===== src/imc_map.svh =====
`ifndef IMC_MAP_SVH
`define IMC_MAP_SVH
// ----------------------------------------------------------------------
// mode and interrupt state word
// ----------------------------------------------------------------------
`define IMC_ST_IE        0
`define IMC_ST_EXL       1
`define IMC_ST_ERL       2
`define IMC_ST_RSV3      3
`define IMC_ST_UM        4
`define IMC_ST_SWM_LO    8
`define IMC_ST_SWM_HI    9
`define IMC_ST_HWM_LO    10
`define IMC_ST_HWM_HI    15
`define IMC_ST_IPL_LO    10
`define IMC_ST_IPL_HI    16
`define IMC_ST_IPL_TOP   18
`define IMC_ST_RSV_LO    5
`define IMC_ST_RSV_HI    7
// bit 16 is the seventh level bit, so it stays writable
`define IMC_ST_WMASK     32'h0005ff17
`define IMC_ST_RESET     32'h00000004
// ----------------------------------------------------------------------
// routing control word
// ----------------------------------------------------------------------
`define IMC_IC_TI_LO     29
`define IMC_IC_TI_HI     31
`define IMC_IC_PC_LO     26
`define IMC_IC_PC_HI     28
`define IMC_IC_FD_LO     23
`define IMC_IC_FD_HI     25
`define IMC_IC_PF        22
`define IMC_IC_ICE       21
// ----------------------------------------------------------------------
// register select codes
// ----------------------------------------------------------------------
`define IMC_SEL_STATE    1'h0
`define IMC_SEL_ROUTE    1'h1
// ----------------------------------------------------------------------
// user-segment window while at error level
// ----------------------------------------------------------------------
`define IMC_USEG_BITS    29
`endif


===== src/imc_pkg.sv =====
package imc_pkg;
  typedef struct packed {
    logic       we;
    logic       sel;
    logic [31:0] wdata;
  } imc_wr_t;

  typedef struct packed {
    logic kernel;
    logic irq_allowed;
    logic use_error_ret;
    logic useg_unmapped;
    logic hold_epc_cause;
  } imc_mode_t;
endpackage : imc_pkg


===== src/imc_ctrl.sv =====
// Operation
// - external mode: signal when requested level exceeds current
// - otherwise level bits 15:10 act as hardware masks
// - bits 9:8 mask software interrupts
// - external mode: software masks stored, no effect
// - bits 7:5 and 3 read zero
// - bit 4 user mode; flags force kernel
// - error flag set on reset-class exceptions
// - error flag disables interrupts, selects error return
// - error flag: low user segment unmapped, uncached (code drives only mode.useg_unmapped; no cache output)
// - exception flag set on other exceptions
// - bit 0 is master interrupt enable
// - accept only enable=1, flags clear, not debug
// - routing fields read-only when no vectoring
// - timer route in bits 31:29, external value
// - perf and debug routes read-only, static input
`timescale 1ns/1ps
`default_nettype none
`include "imc_map.svh"
module imc_ctrl
(
  // clock and reset
  input  wire logic        clk,
  input  wire logic        rstn,
  // register access
  input  wire imc_pkg::imc_wr_t wr,
  input  wire logic        rd_sel,
  output logic [31:0]      rdata,
  // configuration straps
  input  wire logic        ext_controller_present,
  input  wire logic        vectored_irq_present,
  input  wire logic [2:0]  timer_irq_route,
  input  wire logic [2:0]  perf_route_static_input,
  input  wire logic [2:0]  debug_channel_irq_route,
  // exception events
  input  wire logic        exc_error_class,
  input  wire logic        exc_other,
  input  wire logic        debug_mode_flag,
  // interrupt sources
  input  wire logic [1:0]  soft_irq_req,
  input  wire logic [5:0]  hw_irq_req,
  input  wire logic [7:0]  requested_level,
  // results
  output logic             irq_pending,
  output imc_pkg::imc_mode_t mode,
  output logic [2:0]       useg_window_bits
);
  // ----------------------------------------------------------------------
  // state word
  // ----------------------------------------------------------------------
  logic [31:0] st;
  logic [31:0] next_st;
  logic        pf;
  logic        next_pf;
  logic        irq_chaining_enable;
  logic        next_ice;
  logic        vec_impl;
  logic [7:0]  level;

  assign vec_impl = ext_controller_present | vectored_irq_present;

  always_comb
  begin
    next_st  = st;
    next_pf  = pf;
    next_ice = irq_chaining_enable;
    if (wr.we && wr.sel == `IMC_SEL_STATE)
      // reserved bits stay zero through the mask
      next_st = wr.wdata & `IMC_ST_WMASK;
    if (wr.we && wr.sel == `IMC_SEL_ROUTE && vec_impl)
    begin
      next_pf  = wr.wdata[`IMC_IC_PF];
      next_ice = wr.wdata[`IMC_IC_ICE];
    end
    // hardware events win over a software write in the same cycle
    if (exc_error_class)
      next_st[`IMC_ST_ERL] = 1'h1;
    if (exc_other)
      next_st[`IMC_ST_EXL] = 1'h1;
  end

  always_ff @(posedge clk)
  begin
    if (!rstn)
    begin
      // undefined fields come up as zero; error flag must be one
      st  <= `IMC_ST_RESET;
      pf  <= 1'h0;
      irq_chaining_enable <= 1'h0;
    end
    else
    begin
      st  <= next_st;
      pf  <= next_pf;
      irq_chaining_enable <= next_ice;
    end
  end

  // ----------------------------------------------------------------------
  // mode and enable decode
  // ----------------------------------------------------------------------
  logic        flags;
  logic        allow;
  logic        sw_hit;
  logic        hw_hit;
  logic        eic_hit;
  logic [31:0] next_rdata;

  assign flags = st[`IMC_ST_ERL] | st[`IMC_ST_EXL];
  assign allow = st[`IMC_ST_IE] & ~flags & ~debug_mode_flag;
  // level spans bit 18 and bits 16:10; software masks stay out of it
  assign level = {st[`IMC_ST_IPL_TOP],
                  st[`IMC_ST_IPL_HI:`IMC_ST_IPL_LO]};
  assign sw_hit = |(soft_irq_req & st[`IMC_ST_SWM_HI:`IMC_ST_SWM_LO]);
  assign hw_hit = |(hw_irq_req & st[`IMC_ST_HWM_HI:`IMC_ST_HWM_LO]);
  assign eic_hit = requested_level > level;

  always_comb
  begin
    // software masks are kept but ignored in external mode
    if (ext_controller_present)
      irq_pending = allow & eic_hit;
    else
      irq_pending = allow & (sw_hit | hw_hit);
    mode.kernel         = ~st[`IMC_ST_UM] | flags;
    mode.irq_allowed    = allow;
    mode.use_error_ret  = st[`IMC_ST_ERL];
    mode.useg_unmapped  = st[`IMC_ST_ERL];
    mode.hold_epc_cause = st[`IMC_ST_EXL];
  end

  assign useg_window_bits = 3'(32 - `IMC_USEG_BITS);

  // ----------------------------------------------------------------------
  // read path
  // ----------------------------------------------------------------------
  always_comb
  begin
    next_rdata = 32'h0;
    if (rd_sel == `IMC_SEL_STATE)
      next_rdata = st;
    else
    begin
      next_rdata[`IMC_IC_TI_HI:`IMC_IC_TI_LO] = timer_irq_route;
      next_rdata[`IMC_IC_PC_HI:`IMC_IC_PC_LO] = perf_route_static_input;
      next_rdata[`IMC_IC_FD_HI:`IMC_IC_FD_LO] = debug_channel_irq_route;
      next_rdata[`IMC_IC_PF]  = pf & vec_impl;
      next_rdata[`IMC_IC_ICE] = irq_chaining_enable & vec_impl;
    end
  end

  always_ff @(posedge clk)
  begin
    if (!rstn)
      rdata <= 32'h0;
    else
      rdata <= next_rdata;
  end

  // ----------------------------------------------------------------------
  // checks
  // ----------------------------------------------------------------------
  a_err_reset_one: assert property (@(posedge clk)
    $rose(rstn) |-> st[`IMC_ST_ERL])
    else $error("error flag not one after reset");
  a_err_event_set: assert property (@(posedge clk) disable iff (!rstn)
    exc_error_class |=> st[`IMC_ST_ERL])
    else $error("error flag not set by event");
  a_exl_event_set: assert property (@(posedge clk) disable iff (!rstn)
    exc_other |=> st[`IMC_ST_EXL])
    else $error("exception flag not set by event");
  a_irq_gate_flags: assert property (@(posedge clk) disable iff (!rstn)
    (flags || !st[`IMC_ST_IE] || debug_mode_flag) |-> !irq_pending)
    else $error("interrupt while disabled");
  a_kernel_forced: assert property (@(posedge clk) disable iff (!rstn)
    flags |-> mode.kernel)
    else $error("user mode with flag set");
  a_rsv_read_zero: assert property (@(posedge clk) disable iff (!rstn)
    ($past(rstn) && $past(rd_sel == `IMC_SEL_STATE)) |->
      (rdata[`IMC_ST_RSV_HI:`IMC_ST_RSV_LO] == 3'h0 &&
       rdata[`IMC_ST_RSV3] == 1'h0))
    else $error("reserved bits not zero");
  a_eic_level: assert property (@(posedge clk) disable iff (!rstn)
    (ext_controller_present && allow && requested_level <= level)
      |-> !irq_pending)
    else $error("interrupt at or below current level");
  a_route_read: assert property (@(posedge clk) disable iff (!rstn)
    ($past(rstn) && $past(rd_sel == `IMC_SEL_ROUTE)) |->
      rdata[`IMC_IC_TI_HI:`IMC_IC_TI_LO] == $past(timer_irq_route))
    else $error("timer route readback wrong");
  a_swm_kept: assert property (@(posedge clk) disable iff (!rstn)
    (wr.we && wr.sel == `IMC_SEL_STATE) |=>
      st[`IMC_ST_SWM_HI:`IMC_ST_SWM_LO] ==
        $past(wr.wdata[`IMC_ST_SWM_HI:`IMC_ST_SWM_LO]))
    else $error("software mask not stored");
  a_pf_reset_off: assert property (@(posedge clk)
    $rose(rstn) |-> (!pf && !irq_chaining_enable))
    else $error("prefetch or chaining not off after reset");
  a_hw_mask_mode: assert property (@(posedge clk) disable iff (!rstn)
    (!ext_controller_present && allow && !sw_hit && !hw_hit) |-> !irq_pending)
    else $error("unmasked hardware interrupt");

  // ----------------------------------------------------------------------
  // checks: interrupt decision
  // ----------------------------------------------------------------------
  // positive checks too, so a stuck-low pending line cannot hide
  a_eic_fire: assert property (@(posedge clk) disable iff (!rstn)
    (ext_controller_present && allow && requested_level > level)
      |-> irq_pending)
    else $error("level above current not signalled");
  a_hw_line_fire: assert property (@(posedge clk) disable iff (!rstn)
    (!ext_controller_present && allow &&
     |(hw_irq_req & st[`IMC_ST_HWM_HI:`IMC_ST_HWM_LO])) |-> irq_pending)
    else $error("enabled hardware line not signalled");
  a_sw_line_fire: assert property (@(posedge clk) disable iff (!rstn)
    (!ext_controller_present && allow &&
     |(soft_irq_req & st[`IMC_ST_SWM_HI:`IMC_ST_SWM_LO])) |-> irq_pending)
    else $error("enabled software request not signalled");
  a_sw_mask_off: assert property (@(posedge clk) disable iff (!rstn)
    (!ext_controller_present && st[`IMC_ST_SWM_HI:`IMC_ST_SWM_LO] == 2'h0 &&
     (hw_irq_req & st[`IMC_ST_HWM_HI:`IMC_ST_HWM_LO]) == 6'h0)
      |-> !irq_pending)
    else $error("masked software request signalled");
  a_eic_sw_ignored: assert property (@(posedge clk) disable iff (!rstn)
    (ext_controller_present && |soft_irq_req && requested_level <= level)
      |-> !irq_pending)
    else $error("software mask leaked into external mode");

  // ----------------------------------------------------------------------
  // checks: mode outputs
  // ----------------------------------------------------------------------
  a_allow_open: assert property (@(posedge clk) disable iff (!rstn)
    (st[`IMC_ST_IE] && !st[`IMC_ST_ERL] && !st[`IMC_ST_EXL] &&
     !debug_mode_flag) |-> mode.irq_allowed)
    else $error("interrupts blocked with gates open");
  a_allow_debug: assert property (@(posedge clk) disable iff (!rstn)
    (debug_mode_flag || !st[`IMC_ST_IE]) |-> !mode.irq_allowed)
    else $error("interrupts allowed in debug or disabled");
  a_user_mode: assert property (@(posedge clk) disable iff (!rstn)
    (st[`IMC_ST_UM] && !flags) |-> !mode.kernel)
    else $error("kernel mode with user bit and no flag");
  a_err_return: assert property (@(posedge clk) disable iff (!rstn)
    st[`IMC_ST_ERL] |-> (mode.use_error_ret && !mode.irq_allowed))
    else $error("error level without error return");
  a_useg_window: assert property (@(posedge clk) disable iff (!rstn)
    st[`IMC_ST_ERL] |-> mode.useg_unmapped)
    else $error("user segment mapped at error level");
  a_exl_hold: assert property (@(posedge clk) disable iff (!rstn)
    st[`IMC_ST_EXL] |-> (mode.hold_epc_cause && !mode.irq_allowed))
    else $error("exception level does not hold saved state");

  // ----------------------------------------------------------------------
  // checks: register access
  // ----------------------------------------------------------------------
  a_rsv_never_set: assert property (@(posedge clk) disable iff (!rstn)
    (st & ~`IMC_ST_WMASK) == 32'h0)
    else $error("unwritable status bit holds a one");
  a_rd_state: assert property (@(posedge clk) disable iff (!rstn)
    ($past(rstn) && $past(rd_sel == `IMC_SEL_STATE)) |-> rdata == $past(st))
    else $error("state word readback wrong");
  a_ie_write: assert property (@(posedge clk) disable iff (!rstn)
    (wr.we && wr.sel == `IMC_SEL_STATE) |=>
      st[`IMC_ST_IE] == $past(wr.wdata[`IMC_ST_IE]))
    else $error("master enable not stored");
  a_um_write: assert property (@(posedge clk) disable iff (!rstn)
    (wr.we && wr.sel == `IMC_SEL_STATE) |=>
      st[`IMC_ST_UM] == $past(wr.wdata[`IMC_ST_UM]))
    else $error("base mode bit not stored");
  // an event in the same cycle wins, so it is left out here
  a_err_sw_write: assert property (@(posedge clk) disable iff (!rstn)
    (wr.we && wr.sel == `IMC_SEL_STATE && !exc_error_class) |=>
      st[`IMC_ST_ERL] == $past(wr.wdata[`IMC_ST_ERL]))
    else $error("error flag write lost");
  a_exl_sw_write: assert property (@(posedge clk) disable iff (!rstn)
    (wr.we && wr.sel == `IMC_SEL_STATE && !exc_other) |=>
      st[`IMC_ST_EXL] == $past(wr.wdata[`IMC_ST_EXL]))
    else $error("exception flag write lost");
  a_ipl_write: assert property (@(posedge clk) disable iff (!rstn)
    (wr.we && wr.sel == `IMC_SEL_STATE) |=>
      level == {$past(wr.wdata[`IMC_ST_IPL_TOP]),
                $past(wr.wdata[`IMC_ST_IPL_HI:`IMC_ST_IPL_LO])})
    else $error("priority level not stored");
  a_pf_write: assert property (@(posedge clk) disable iff (!rstn)
    (vec_impl && wr.we && wr.sel == `IMC_SEL_ROUTE) |=>
      (pf == $past(wr.wdata[`IMC_IC_PF]) &&
       irq_chaining_enable == $past(wr.wdata[`IMC_IC_ICE])))
    else $error("prefetch or chaining write lost");
  // no vectoring: the two enables must never leave zero
  a_pf_novec: assert property (@(posedge clk) disable iff (!rstn)
    !vec_impl |-> (!pf && !irq_chaining_enable))
    else $error("prefetch or chaining set without vectoring");
  a_route_static: assert property (@(posedge clk) disable iff (!rstn)
    ($past(rstn) && $past(rd_sel == `IMC_SEL_ROUTE)) |->
      (rdata[`IMC_IC_PC_HI:`IMC_IC_PC_LO] == $past(perf_route_static_input)
       && rdata[`IMC_IC_FD_HI:`IMC_IC_FD_LO] ==
          $past(debug_channel_irq_route)))
    else $error("performance or debug route readback wrong");
endmodule : imc_ctrl
`default_nettype wire


===== config.mk =====
export PLATFORM = sky130hd
export DESIGN_NAME = imc_ctrl
export DESIGN_NICKNAME = d
export VERILOG_FILES = /design/src/imc_pkg.sv /design/src/imc_ctrl.sv
export VERILOG_INCLUDE_DIRS = /design/src /design/src/src
export SDC_FILE = /design/constraint.sdc
export NUM_CORES = 1
export LEC_CHECK = 0
export BUFFER_PORTS_ARGS = -buffer_cell sky130_fd_sc_hd__buf_2
export CORE_MARGIN = 2
export CORE_UTILIZATION = 39
export CTS_BUF_LIST = sky130_fd_sc_hd__clkbuf_2 sky130_fd_sc_hd__clkbuf_4 sky130_fd_sc_hd__clkbuf_8
export CTS_CLUSTER_DIAMETER = 80
export DETAILED_ROUTE_END_ITERATION = 8
export PLACE_DENSITY_LB_ADDON = 0.12
export SETUP_SLACK_MARGIN = 0.3
export SYNTH_ARGS = -nofsm -noshare
export SYNTH_HDL_FRONTEND = slang
export SYNTH_SLANG_ARGS = --single-unit
export TNS_END_PERCENT = 50

===== constraint.sdc =====
create_clock -name clk -period 1.57 [get_ports clk]
set_input_delay 0.314 -clock clk [delete_from_list [all_inputs] [get_ports clk]]
set_output_delay 0.314 -clock clk [all_outputs]
set_load 0.05 [all_outputs]

==> impl_summary.md, run 1 <==
CTS
The library cell used as clock root buffer is sky130_fd_sc_hd__clkbuf_8. TritonCTS built the clock tree. The worst-case clock buffer depth is 2. Clock-pin slew was measured on the worst setup and hold paths at 70 ps. The latest clock arrival within the worst-skew pair is 280 ps. The number of post-CTS setup repair buffers is 0. The tree built by TritonCTS fans out to 41 sinks.

The number of H-tree branching levels is 2. The number of clock buffers added by TritonCTS is 5.

Detailed routing
The number of DRC violations after detailed routing is 0. Dividing the detail-routed via count by the number of cells gives 4.56. The via count of the routed design is roughly 1,500. The number of violations reported at the end of detailed-routing iteration 0 is 27. The first detailed-routing pass took 5 iterations. The routed design has 3920 um of wire. After detailed routing, the average wire length per cell comes to 12.2 um. The count of nets left with antenna violations once routing finished came out at 0.

Pwr
In this run the static leakage power is 1.19 nW. Dividing total power by cell area gives a power density of 924 mW/mm2. The maximum VDD drop is 0.644 mV.

The completed layout was analyzed and its total power is around 2.2 mW.

Timing
The number of failing hold endpoints at the final stage is 0. For the final routed database, the setup TNS stands at -530 ps. Setup violations remaining at the end of the flow were counted as 2. The time the final worst path needs with I/O delays and setup is 2080 ps.

Setup repair after global routing could not meet its margin everywhere. The final worst-path cycle share is 133%. The number of slew-limit violations in the final report is 0. The smallest setup slack after layout is -512 ps. Based on the critical path, the design can be clocked at up to 0.480 GHz. The worst setup skew after layout is 1.45 ps.

Cells and area
The layout-stage area growth over the synthesis result is 40.5%. The fraction of layout cells with a size suffix above 1 is roughly 44%. The count of inserted antenna diode cells is 0.

Cells fill 58.0% of the core in the end. The filler cells instantiated in the layout total 397. At the end of the flow, the number of nets in the layout was around 350.

Synth
The post-synthesis instance total is 178. The count of flip-flops with a built-in enable after synthesis is 0. The number of register bits inferred by synthesis is 41. The most used flip-flop cell after synthesis is sky130_fd_sc_hd__dfxtp_1. The post-synthesis area per instance is 9.47 um2. The number of distinct library cells after synthesis is 34.

The share of synthesized area occupied by flip-flops and latches is 48.7%. The fraction of registers with async set/reset is 0%. The warning count from the yosys run is 0.

Summing every instance area after synthesis gives roughly 0.0017 mm2.

Floorplan
The core region is between 0.004 and 0.005 mm2. The I/O pin total is 108. The die is 69.7 um wide. The initial utilization of the core area, before any placement, comes to 41.2%. The vertical die dimension is 69.7 um. The area of the die is 0.00486 mm2. In this run the core area contains 23 standard-cell rows.

Place
Prior to clock tree synthesis, the placed netlist has a worst setup slack of -368 ps. The HPWL after detailed placement is about 2900 um. Port buffering added about 80 buffers. At the end of routability-driven placement, the weighted congestion stood at 0.823.

GRT
The number of global-route vias before repair is 1,393. The global-route wire length before repair is 6510 um. Summed over all layers, the global routing overflow is 0. For this run, the total global-route usage over all layers was measured as between 15 and 20%.

The initial antenna violation count is 0. Entering global routing, the biggest net connects 27 pins.

Setup path
The library cell contributing the largest single delay on the critical path is sky130_fd_sc_hd__o41a_2. The kind of critical path is flip-flop to output port. The kind of end point of the critical path is an output port. The critical path buffer and inverter count is 2.

The largest stage delay on the critical path is roughly 400 ps. The peak fanout along the critical path is 2. The worst setup path is launched from a flip-flop.

The family with the most delay on the worst path is compound AO/OA/AOI/OAI gates. The required time at the endpoint of the critical path is 1260 ps. Data on the critical path arrives at its endpoint at approximately 1800 ps. Walking the worst path, the cells encountered are inv_2 > ha_4 > nor2b_1 > o21bai_1 > a211oi_1 > o41a_2 > buf_8.

Run
The count of maximum capacitance violations is 0.

Outcome
The final reports fail on negative setup slack. The run finished, with violations left.

Hold path
The path class of the tightest hold or removal check is input port to flip-flop.
## worst register-to-register path: stages (launching register included)
cell and delay [ps]:
sky130_fd_sc_hd__dfxtp_4 360, sky130_fd_sc_hd__buf_6 120, sky130_fd_sc_hd__nor2_1 90, sky130_fd_sc_hd__nor2_1 40
sky130_fd_sc_hd__o21a_1 160
## through the flow
step           instance area (um2)  hold WS, ps  std cells
2_1_floorplan                 1720          424        186
3_3_place_gp                  2180          476        314
3_5_place_dp                  2180          465        314
4_1_cts                       2360          210        321
5_1_grt                       2370          228        321
6_report                      2370          238        321
## timing repair
item	4_1_cts	5_1_grt
resized for setup	27	2
hold buffers	0	0
setup endpoints to repair	6	6
pin swaps	3	0
## kinds of logic (layout without fill, tap and decap cells)
logic type / count (synthesis) / in the layout / share of synthesized area, %
other cells: 2 / 10 / 0.446
fa+ha+maj: 8 / 8 / 5.94
mux: 2 / 2 / 1.19
flops: 41 / 41 / 48.7
simple gates: 71 / 71 / 22.6
compound gates: 25 / 25 / 11.4
buf+inv: 29 / 114 / 9.72
## placed cells by master (no fill, tap or decap), types with 2 or more instances in the layout
master                      n
sky130_fd_sc_hd__buf_2     75
sky130_fd_sc_hd__dfxtp_1   35
sky130_fd_sc_hd__nand2_1   29
sky130_fd_sc_hd__buf_4     15
sky130_fd_sc_hd__and2_1    13
sky130_fd_sc_hd__a21boi_0  11
sky130_fd_sc_hd__conb_1    10
sky130_fd_sc_hd__and3_1     9
sky130_fd_sc_hd__inv_1      7
sky130_fd_sc_hd__nor2_1     6
sky130_fd_sc_hd__ha_1       6
sky130_fd_sc_hd__clkbuf_8   6
sky130_fd_sc_hd__buf_6      6
sky130_fd_sc_hd__dfxtp_2    5
sky130_fd_sc_hd__nor2b_1    4
sky130_fd_sc_hd__inv_2      2
sky130_fd_sc_hd__a21oi_1    2
sky130_fd_sc_hd__nor3b_1    2
sky130_fd_sc_hd__and2b_1    2
sky130_fd_sc_hd__mux2i_1    2
sky130_fd_sc_hd__ha_4       2
sky130_fd_sc_hd__buf_8      2
## metal layers
layer  vias up  wire length [um]  share of wire (%)  track usage [%]
met5         -                 0                  0                0
li1        747                 -                  -                -
met4         0                51                1.3             5.13
met2        59              1880                 48             27.9
met1       652              1710                 44             21.0
met3         6               275                7.0             5.52
## synthesized netlist by cell type, types with 4 or more instances
master                     count  share of area, %
sky130_fd_sc_hd__and2_1       13               4.8
sky130_fd_sc_hd__nor2_1        6               1.3
sky130_fd_sc_hd__nor2b_1       4               1.5
sky130_fd_sc_hd__dfxtp_1      41                49
sky130_fd_sc_hd__nand2_1      29               6.5
sky130_fd_sc_hd__inv_1         9               2.0
sky130_fd_sc_hd__and3_1        9               3.3
sky130_fd_sc_hd__buf_4        14               6.2
sky130_fd_sc_hd__a21boi_0     11               4.9
sky130_fd_sc_hd__ha_1          8               5.9
sky130_fd_sc_hd__clkbuf_1      4              0.89
## power by group
group          internal (mW)  switching [mW]  leakage [nW]
combinational          0.150           0.244         0.807
clock                  0.366           0.336        0.0477
sequential              1.08          0.0166         0.336
total                   1.59           0.596          1.19
## registers in the layout, summed over array words and instances (netlist names)
| register | cells |
|---|---|
| rdata | 25 |
| st | 14 |
| pf | 1 |
| irq_chaining_enable | 1 |
## final cells by class
class	instances	area, um2	area share, %
timing repair buffer	98	586	24.7
tap	50	62.6	2.64
inverter	9	33.8	1.43
multi-input combinational	116	766	32.3
sequential	41	831	35.1
clock buffer	7	90.1	3.80
## path summary, 6_finish.rpt
check	startpoint	endpoint	slack [ps]	depth (start not counted)
worst min-delay path	exc_other	st[1]	240	2
worst max-delay path	st[11]	irq_pending	-510	7
worst max register to register	st[1]	st[1]	700	4
worst min register to register	pf	rdata[22]	480	1
No activity file was read; power rests on OpenSTA's default activity.
==> inputs of run 2 (changes only) <==
--- a/config.mk
+++ b/config.mk
@@ -7,6 +7,7 @@
 export NUM_CORES = 1
 export LEC_CHECK = 0
 export BUFFER_PORTS_ARGS = -buffer_cell sky130_fd_sc_hd__buf_2
+export CORE_ASPECT_RATIO = 1.75
 export CORE_MARGIN = 2
 export CORE_UTILIZATION = 39
 export CTS_BUF_LIST = sky130_fd_sc_hd__clkbuf_2 sky130_fd_sc_hd__clkbuf_4 sky130_fd_sc_hd__clkbuf_8
@@ -14,6 +15,7 @@
 export DETAILED_ROUTE_END_ITERATION = 8
 export PLACE_DENSITY_LB_ADDON = 0.12
 export SETUP_SLACK_MARGIN = 0.3
+export SKIP_CTS_REPAIR_TIMING = 1
 export SYNTH_ARGS = -nofsm -noshare
 export SYNTH_HDL_FRONTEND = slang
 export SYNTH_SLANG_ARGS = --single-unit
==> impl_summary.md, run 2 (synthesized netlist as in run 1, its figures left out) <==
Outcome
The flow ran to the end, but the final reports show violations. The final reports fail on negative setup slack.

Pwr
The relative contribution of combinational cells to total power is 16.3%. The switching power summed over all nets is approximately 0.61 mW. The reported leakage power is 1.21 nW.

The internal portion of the total power is 1.76 mW. Sequential cells account for 46.0% of the total power. The maximum VDD drop is roughly 0.71 mV. The share of total power dissipated in the clock network is 37.7%. The fraction of power spent switching nets is ~26%.

The total power consumption of the routed design is 2.37 mW. The cell area power density is 996 mW/mm2.

Setup path
For this run, the slowest stage of the critical path takes 390 ps. The critical path in this run is classified as flip-flop to output port. The critical path buffer and inverter count is 2. The worst register-to-register path begins at st[1].

The signal on the critical path passes through inv_1 > ha_1 > a211oi_2 > a211oi_1 > o41a_2 > buf_6. The peak fanout along the critical path is 2. For the worst setup path, the data arrival time is 1830 ps. The worst setup path is launched from a flip-flop. The setup slack on the worst flop-to-flop path is 660 ps. The library cell contributing the largest single delay on the critical path is sky130_fd_sc_hd__o41a_2. Broken down by cell family, the worst path's largest delay share belongs to compound AO/OA/AOI/OAI gates. The destination of the worst register-to-register timing path is st[1]. The worst setup path is captured at an output port.

The number of cells on the worst reg-to-reg path is 4. The required time at the endpoint of the critical path is 1260 ps.

GRT
The global-route wire length before repair is 5840 um. The overall overflow remaining after global route is 0. For this run, the total global-route usage over all layers was measured as roughly 16%.

The number of global-route vias before repair is 1,406. The initial antenna violation count came to 0. The pin count of the biggest net entering global routing is 27.

Hold path
The number of cells traversed by the worst hold path is 2. The worst min-delay path category is input port to flip-flop. The worst hold path terminates at st[2]. The startpoint identified for the worst hold timing path is exc_error_class.

CTS
The clock passes through at most 2 buffers. TritonCTS built the clock tree. The number of buffers created by CTS is 5.

The number of H-tree branching levels is 2. After clock tree synthesis, the clock-pin slew on the worst setup and hold paths is roughly 80 ps. For this design, the sink count on the clock tree is a little over 40.

The latest clock arrival within the worst-skew pair is 300 ps. The tree is rooted in a sky130_fd_sc_hd__clkbuf_8.

Floorplan
The region available for standard cell placement spans 0.00415 mm2. The initial core utilization is 40.6%. The I/O pin total is 108. The die covers roughly 0.005 mm2. The horizontal die dimension is 53.7 um.

The floorplan step set the die height to about 90 um. The standard-cell row count is 31.

Detailed routing
The via count of the routed design is 1,429. The first-pass detailed-route iteration total is 4. The number of violations reported at the end of detailed-routing iteration 0 is 16. The wire length on met2 is 2020 um.

The detail route stage leaves a number of antenna-violating nets equal to 0. The detailed-route wire length is 3850 um. In the routed design, unresolved DRC markers number 0. After detailed routing, the wire length on met1 is 1490 um.

In the detailed route, the total length drawn on met3 is 271 um. The post-detailed-route wirelength per cell is ~12 um. Routed signal wires occupy layers up through met4. The per-cell via count in the routed design is 4.45.

Place
Detailed placement ended at an HPWL of between 3000 and 4000 um. The count of buffers inserted at the top-level ports is 81. The congestion estimate from routability-driven global placement came to around 0.7.

Timing
After layout, the minimum clock period comes to 2150 ps. Based on the critical path, the design can be clocked at up to 0.465 GHz. After layout, the worst setup slack is -579 ps. Across the routed clock network, the largest skew measured is 5.31 ps. Setup repair after global routing could not meet its margin everywhere.

Setup total negative slack on the finished layout was measured at -643 ps. The number of slew-limit violations in the final report is 0. The number of setup violations in the final report is 2. The number of failing hold endpoints at the final stage is 0. Of the available clock period, the critical path in the final layout requires 137%.

Cells and area
The total of fill cells in the finished design is 424. The number of flip-flops in the largest register is 25. The area taken by flip-flops and latches is 825 um2.

More flip-flops sit in one register than any other, and that register is rdata. Leaving out fill and tap cells, the most frequent cells in the layout are 75 x sky130_fd_sc_hd__buf_2, 38 x sky130_fd_sc_hd__dfxtp_1, 28 x sky130_fd_sc_hd__nand2_1, 15 x sky130_fd_sc_hd__buf_4, 13 x sky130_fd_sc_hd__and2_1. Summing all multi-input logic gate instances after layout gives roughly 750 um2. At the end of the flow the core is filled with cells to 57.4%.

In the final layout, the share of cells above drive strength 1 is 42.3%. The layout-stage area growth over the synthesis result is 41.4%. The repair_antennas step left the layout with diodes totalling 0.

The number of nets in the finished design is between 300 and 400. The largest registers in the layout are rdata (25), st (14). The library cell used most frequently in the layout, excluding fill and tap cells, is sky130_fd_sc_hd__buf_2.

Run
Max-cap violations in this run came to 0.
## run 2: cell types whose count changed in the layout (fill, tap and decap cells not counted), sizes merged
cell,previous run,this run
bufinv,0,1
## run 2: per-layer routing
layer | global-route usage, % | up-vias
met3 | 4.93 | 6
li1 | - | 746
met5 | 0 | -
met1 | 17.2 | 622
met2 | 28.0 | 55
met4 | 7.05 | 0
## run 2: worst register-to-register path, stage by stage, from the launching register on
cell,delay [ps]
sky130_fd_sc_hd__dfxtp_2,340
sky130_fd_sc_hd__buf_4,160
sky130_fd_sc_hd__nor2_1,110
sky130_fd_sc_hd__nor2_1,50
sky130_fd_sc_hd__o21a_1,160
## run 2: final cells by class
cell class	instances	share of cell area, %
flip-flops and latches	41	34.6
multi-input cells	116	31.3
repair buffers	98	25.1
clock buffers	7	3.78
well taps	49	2.57
inverters	9	1.42
clock inverters	1	1.26
## run 2: worst max-delay path by stage
stage               cells past startpoint                from  slack, ps          end
floorplan                               5              st[13]       -220  irq_pending
global placement                        6  requested_level[3]       -400  irq_pending
detailed placement                      6  requested_level[3]       -430  irq_pending
CTS                                     6              st[13]       -650  irq_pending
global route                            7              st[11]       -680  irq_pending
finish                                  6              st[13]       -580  irq_pending
## run 2: power groups by stage
stage | Combinational [mW] | Sequential [mW] | Clock (mW)
after detailed placement | 0.374 | 1.12 | 0
after global routing | 0.417 | 1.10 | 0.963
after CTS | 0.374 | 1.09 | 0.911
after global placement | 0.372 | 1.12 | 0
final | 0.386 | 1.09 | 0.894
after floorplan | 0.193 | 1.18 | 0
## run 2: metrics by stage
| stage | std cells | hold WS [ps] | setup WS (ps) | instance area (um2) |
|---|---|---|---|---|
| global placement | 312 | 470 | -399 | 2170 |
| detailed placement | 312 | 474 | -425 | 2170 |
| finish | 321 | 217 | -579 | 2380 |
| global route | 321 | 218 | -683 | 2380 |
| floorplan | 186 | 424 | -223 | 1720 |
| CTS | 320 | 225 | -655 | 2290 |
==> inputs of run 3 (changes only) <==
==> constraint.sdc (replaced) <==
create_clock -name clk -period 1.57 [get_ports clk]
set_input_delay 0.0785 -clock clk [delete_from_list [all_inputs] [get_ports clk]]
set_output_delay 0.0785 -clock clk [all_outputs]
set_load 0.05 [all_outputs]
==> impl_summary.md, run 3 (synthesized netlist as in run 1, its figures left out) <==
Outcome
The flow ran to the end, but the final reports show violations. The final reports fail on negative setup slack.

Detailed routing
The via count of the routed design is roughly 1,400. The number of DRC violations after detailed routing is 0. For this run, the detailed router's first-pass iteration total came to 4.

The post-detailed-route wirelength per cell is 12.0 um. The number of violations reported at the end of detailed-routing iteration 0 is 13. Summed over all layers, the routed wires come to 3800 um. The post-route met1 wirelength is 1510 um. The met3 routed wirelength is 239 um. The wire length on met2 is just under 2000 um.

Once detail routing completed, the nets flagged for antenna violations numbered 0. The top layer reached by signal wires is met4. The per-cell via count in the routed design is about 4.5.

Timing
The final hold slack is 6.28 ps. Headroom to the max-slew limit came out at approximately 63%. The maximum clock rate is 0.526 GHz. The smallest setup slack after layout is -332 ps. For the final database, setup skew stands at 1.36 ps. The number of slew-limit violations in the final report is 0. The final critical path takes up 121% of the cycle.

The summed negative setup slack over all endpoints is -332 ps. Setup violations remaining at the end of the flow were counted as 1. For the pin with the worst max-slew slack, the measured transition is roughly 560 ps. After layout, the minimum clock period comes to ~1900 ps. Setup repair after global routing could not meet its margin everywhere.

The number of failing hold endpoints at the final stage is 0.

CTS
The TritonCTS clock tree is done. The tree is rooted in a sky130_fd_sc_hd__clkbuf_8. The total number of clock tree sinks is 41. The later pin in the worst-skew pair is clocked with a latency of 290 ps.

The number of buffers created by CTS is 5. The H-tree generated during clock tree synthesis spans 2 levels. After clock tree synthesis, the clock-pin slew on the worst setup and hold paths is about 70 ps.

The clock passes through at most 2 buffers.

Cells and area
The fraction of layout cells with a size suffix above 1 is 39.3%. Leaving out filler cells and counting taps, the final layout contains 316. The largest registers in the layout are rdata (25), st (14). Counting flops per register, the top entry is rdata. Leaving out fill and tap cells, the most frequent cells in the layout are 78 x sky130_fd_sc_hd__buf_2, 39 x sky130_fd_sc_hd__dfxtp_1, 29 x sky130_fd_sc_hd__nand2_1, 13 x sky130_fd_sc_hd__and2_1, 11 x sky130_fd_sc_hd__a21boi_0. The repair_antennas step left the layout with diodes totalling 0. The layout-stage area growth over the synthesis result is 33.9%. The number of nets in the finished design is between 300 and 400. Leaving out fill and tap cells, the most frequent cell in the layout is sky130_fd_sc_hd__buf_2. The number of flip-flops in the largest register is 25.

Place
Once placement completed, the tool counted placed cells totaling 306. The estimated wirelength of the detail-placed design is 3020 um. The final weighted congestion in routability-driven placement is 0.700. Prior to clock tree synthesis, the placed netlist has a worst setup slack of -74.7 ps. The count of buffers inserted at the top-level ports is 81.

Run
Max-cap violations in this run came to 0.

Setup path
The critical path data arrival time is 1820 ps. The worst setup path endpoint is irq_pending. The peak fanout along the critical path is 2.

The setup slack on the worst flop-to-flop path is 680 ps. The kind of end point of the critical path is an output port. The launch point of the worst reg-to-reg path is st[1]. The signal on the critical path passes through inv_1 > ha_1 > a211oi_2 > a211oi_1 > o41a_2 > buf_6. The endpoint identified for the worst register-to-register timing path is st[1]. For this run, the slowest stage of the critical path takes 390 ps. Measured in cells, the most critical reg-to-reg path has a length of 4. STA classifies the critical path startpoint as a flip-flop. The required time at the endpoint of the critical path is between 1000 and 1500 ps. The beginning of the critical path is st[13].

The library cell contributing the largest single delay on the critical path is sky130_fd_sc_hd__o41a_2. The kind of critical path is flip-flop to output port.

Pwr
The total power consumption of the routed design is 2.14 mW. The reported leakage power is 1.15 nW. The cell area power density is 947 mW/mm2. VDD sags by at most 0.852 mV.

GRT
Entering global routing, the biggest net connects 27 pins. The first global-routing pass estimated 5900 um of wire. The number of global-route vias before repair is 1,353. The initial antenna violation count was 0. The total global routing track utilization is 16.6%.

The overall overflow remaining after global route is 0.

Floorplan
The total area inside the core boundary comes to roughly 0.0042 mm2. 108 I/O pins were placed. The die covers 0.00488 mm2. The initial core utilization is 40.6%. Measured along the x axis, the die boundary spans 53.7 um. The standard-cell row count is 31. The vertical die dimension is approximately 91 um.

Hold path
The path class of the tightest hold or removal check is input port to flip-flop.
-- run 3: worst max-delay path, delay by kind of cell (launching register included) --
family / cells / cell delay (ps)
buf+inv: 2 / 200
fa+ha+maj: 1 / 290
flops: 1 / 330
compound gates: 3 / 700
-- run 3: per-layer routing --
layer | vias up | track usage [%]
li1 | 736 | -
met1 | 624 | 17.3
met2 | 53 | 28.7
met3 | 4 | 5.10
met4 | 0 | 7.69
met5 | - | 0
-- run 3: power breakdown --
| part | total [mW] | leakage (nW) | internal, mW | switching [mW] |
|---|---|---|---|---|
| clock network | 0.679 | 0.0484 | 0.325 | 0.354 |
| registers | 1.09 | 0.335 | 1.08 | 0.0158 |
| logic | 0.367 | 0.763 | 0.132 | 0.234 |
| total | 2.14 | 1.15 | 1.53 | 0.604 |
-- run 3: how the worst min path moves through the flow --
stage | start | to | slack, ps | depth (start not counted)
final | wr[2] | st[2] | 6 | 3
after global routing | debug_channel_irq_route[0] | rdata[23] | 7 | 2
after CTS | exc_error_class | st[2] | -30 | 2
after global placement | exc_error_class | st[2] | 270 | 2
after detailed placement | exc_error_class | st[2] | 270 | 2
after floorplan | exc_error_class | st[2] | 190 | 1
-- run 3: through the flow --
| step | instance area (um2) | util [%] |
|---|---|---|
| after floorplan | 1720 | - |
| after global placement | 2130 | 51.3 |
| after detailed placement | 2130 | 51.3 |
| after CTS | 2210 | 53.3 |
| after global routing | 2260 | 54.4 |
| final | 2260 | 54.4 |
-- run 3: area by class of cell --
class	instances	area (um2)
repair buffers	93	515
fillers	408	1890
flip-flops and latches	41	823
clock buffers	6	76.3
inverters	9	33.8
multi-input cells	116	736
clock inverters	2	10.0
well taps	49	61.3
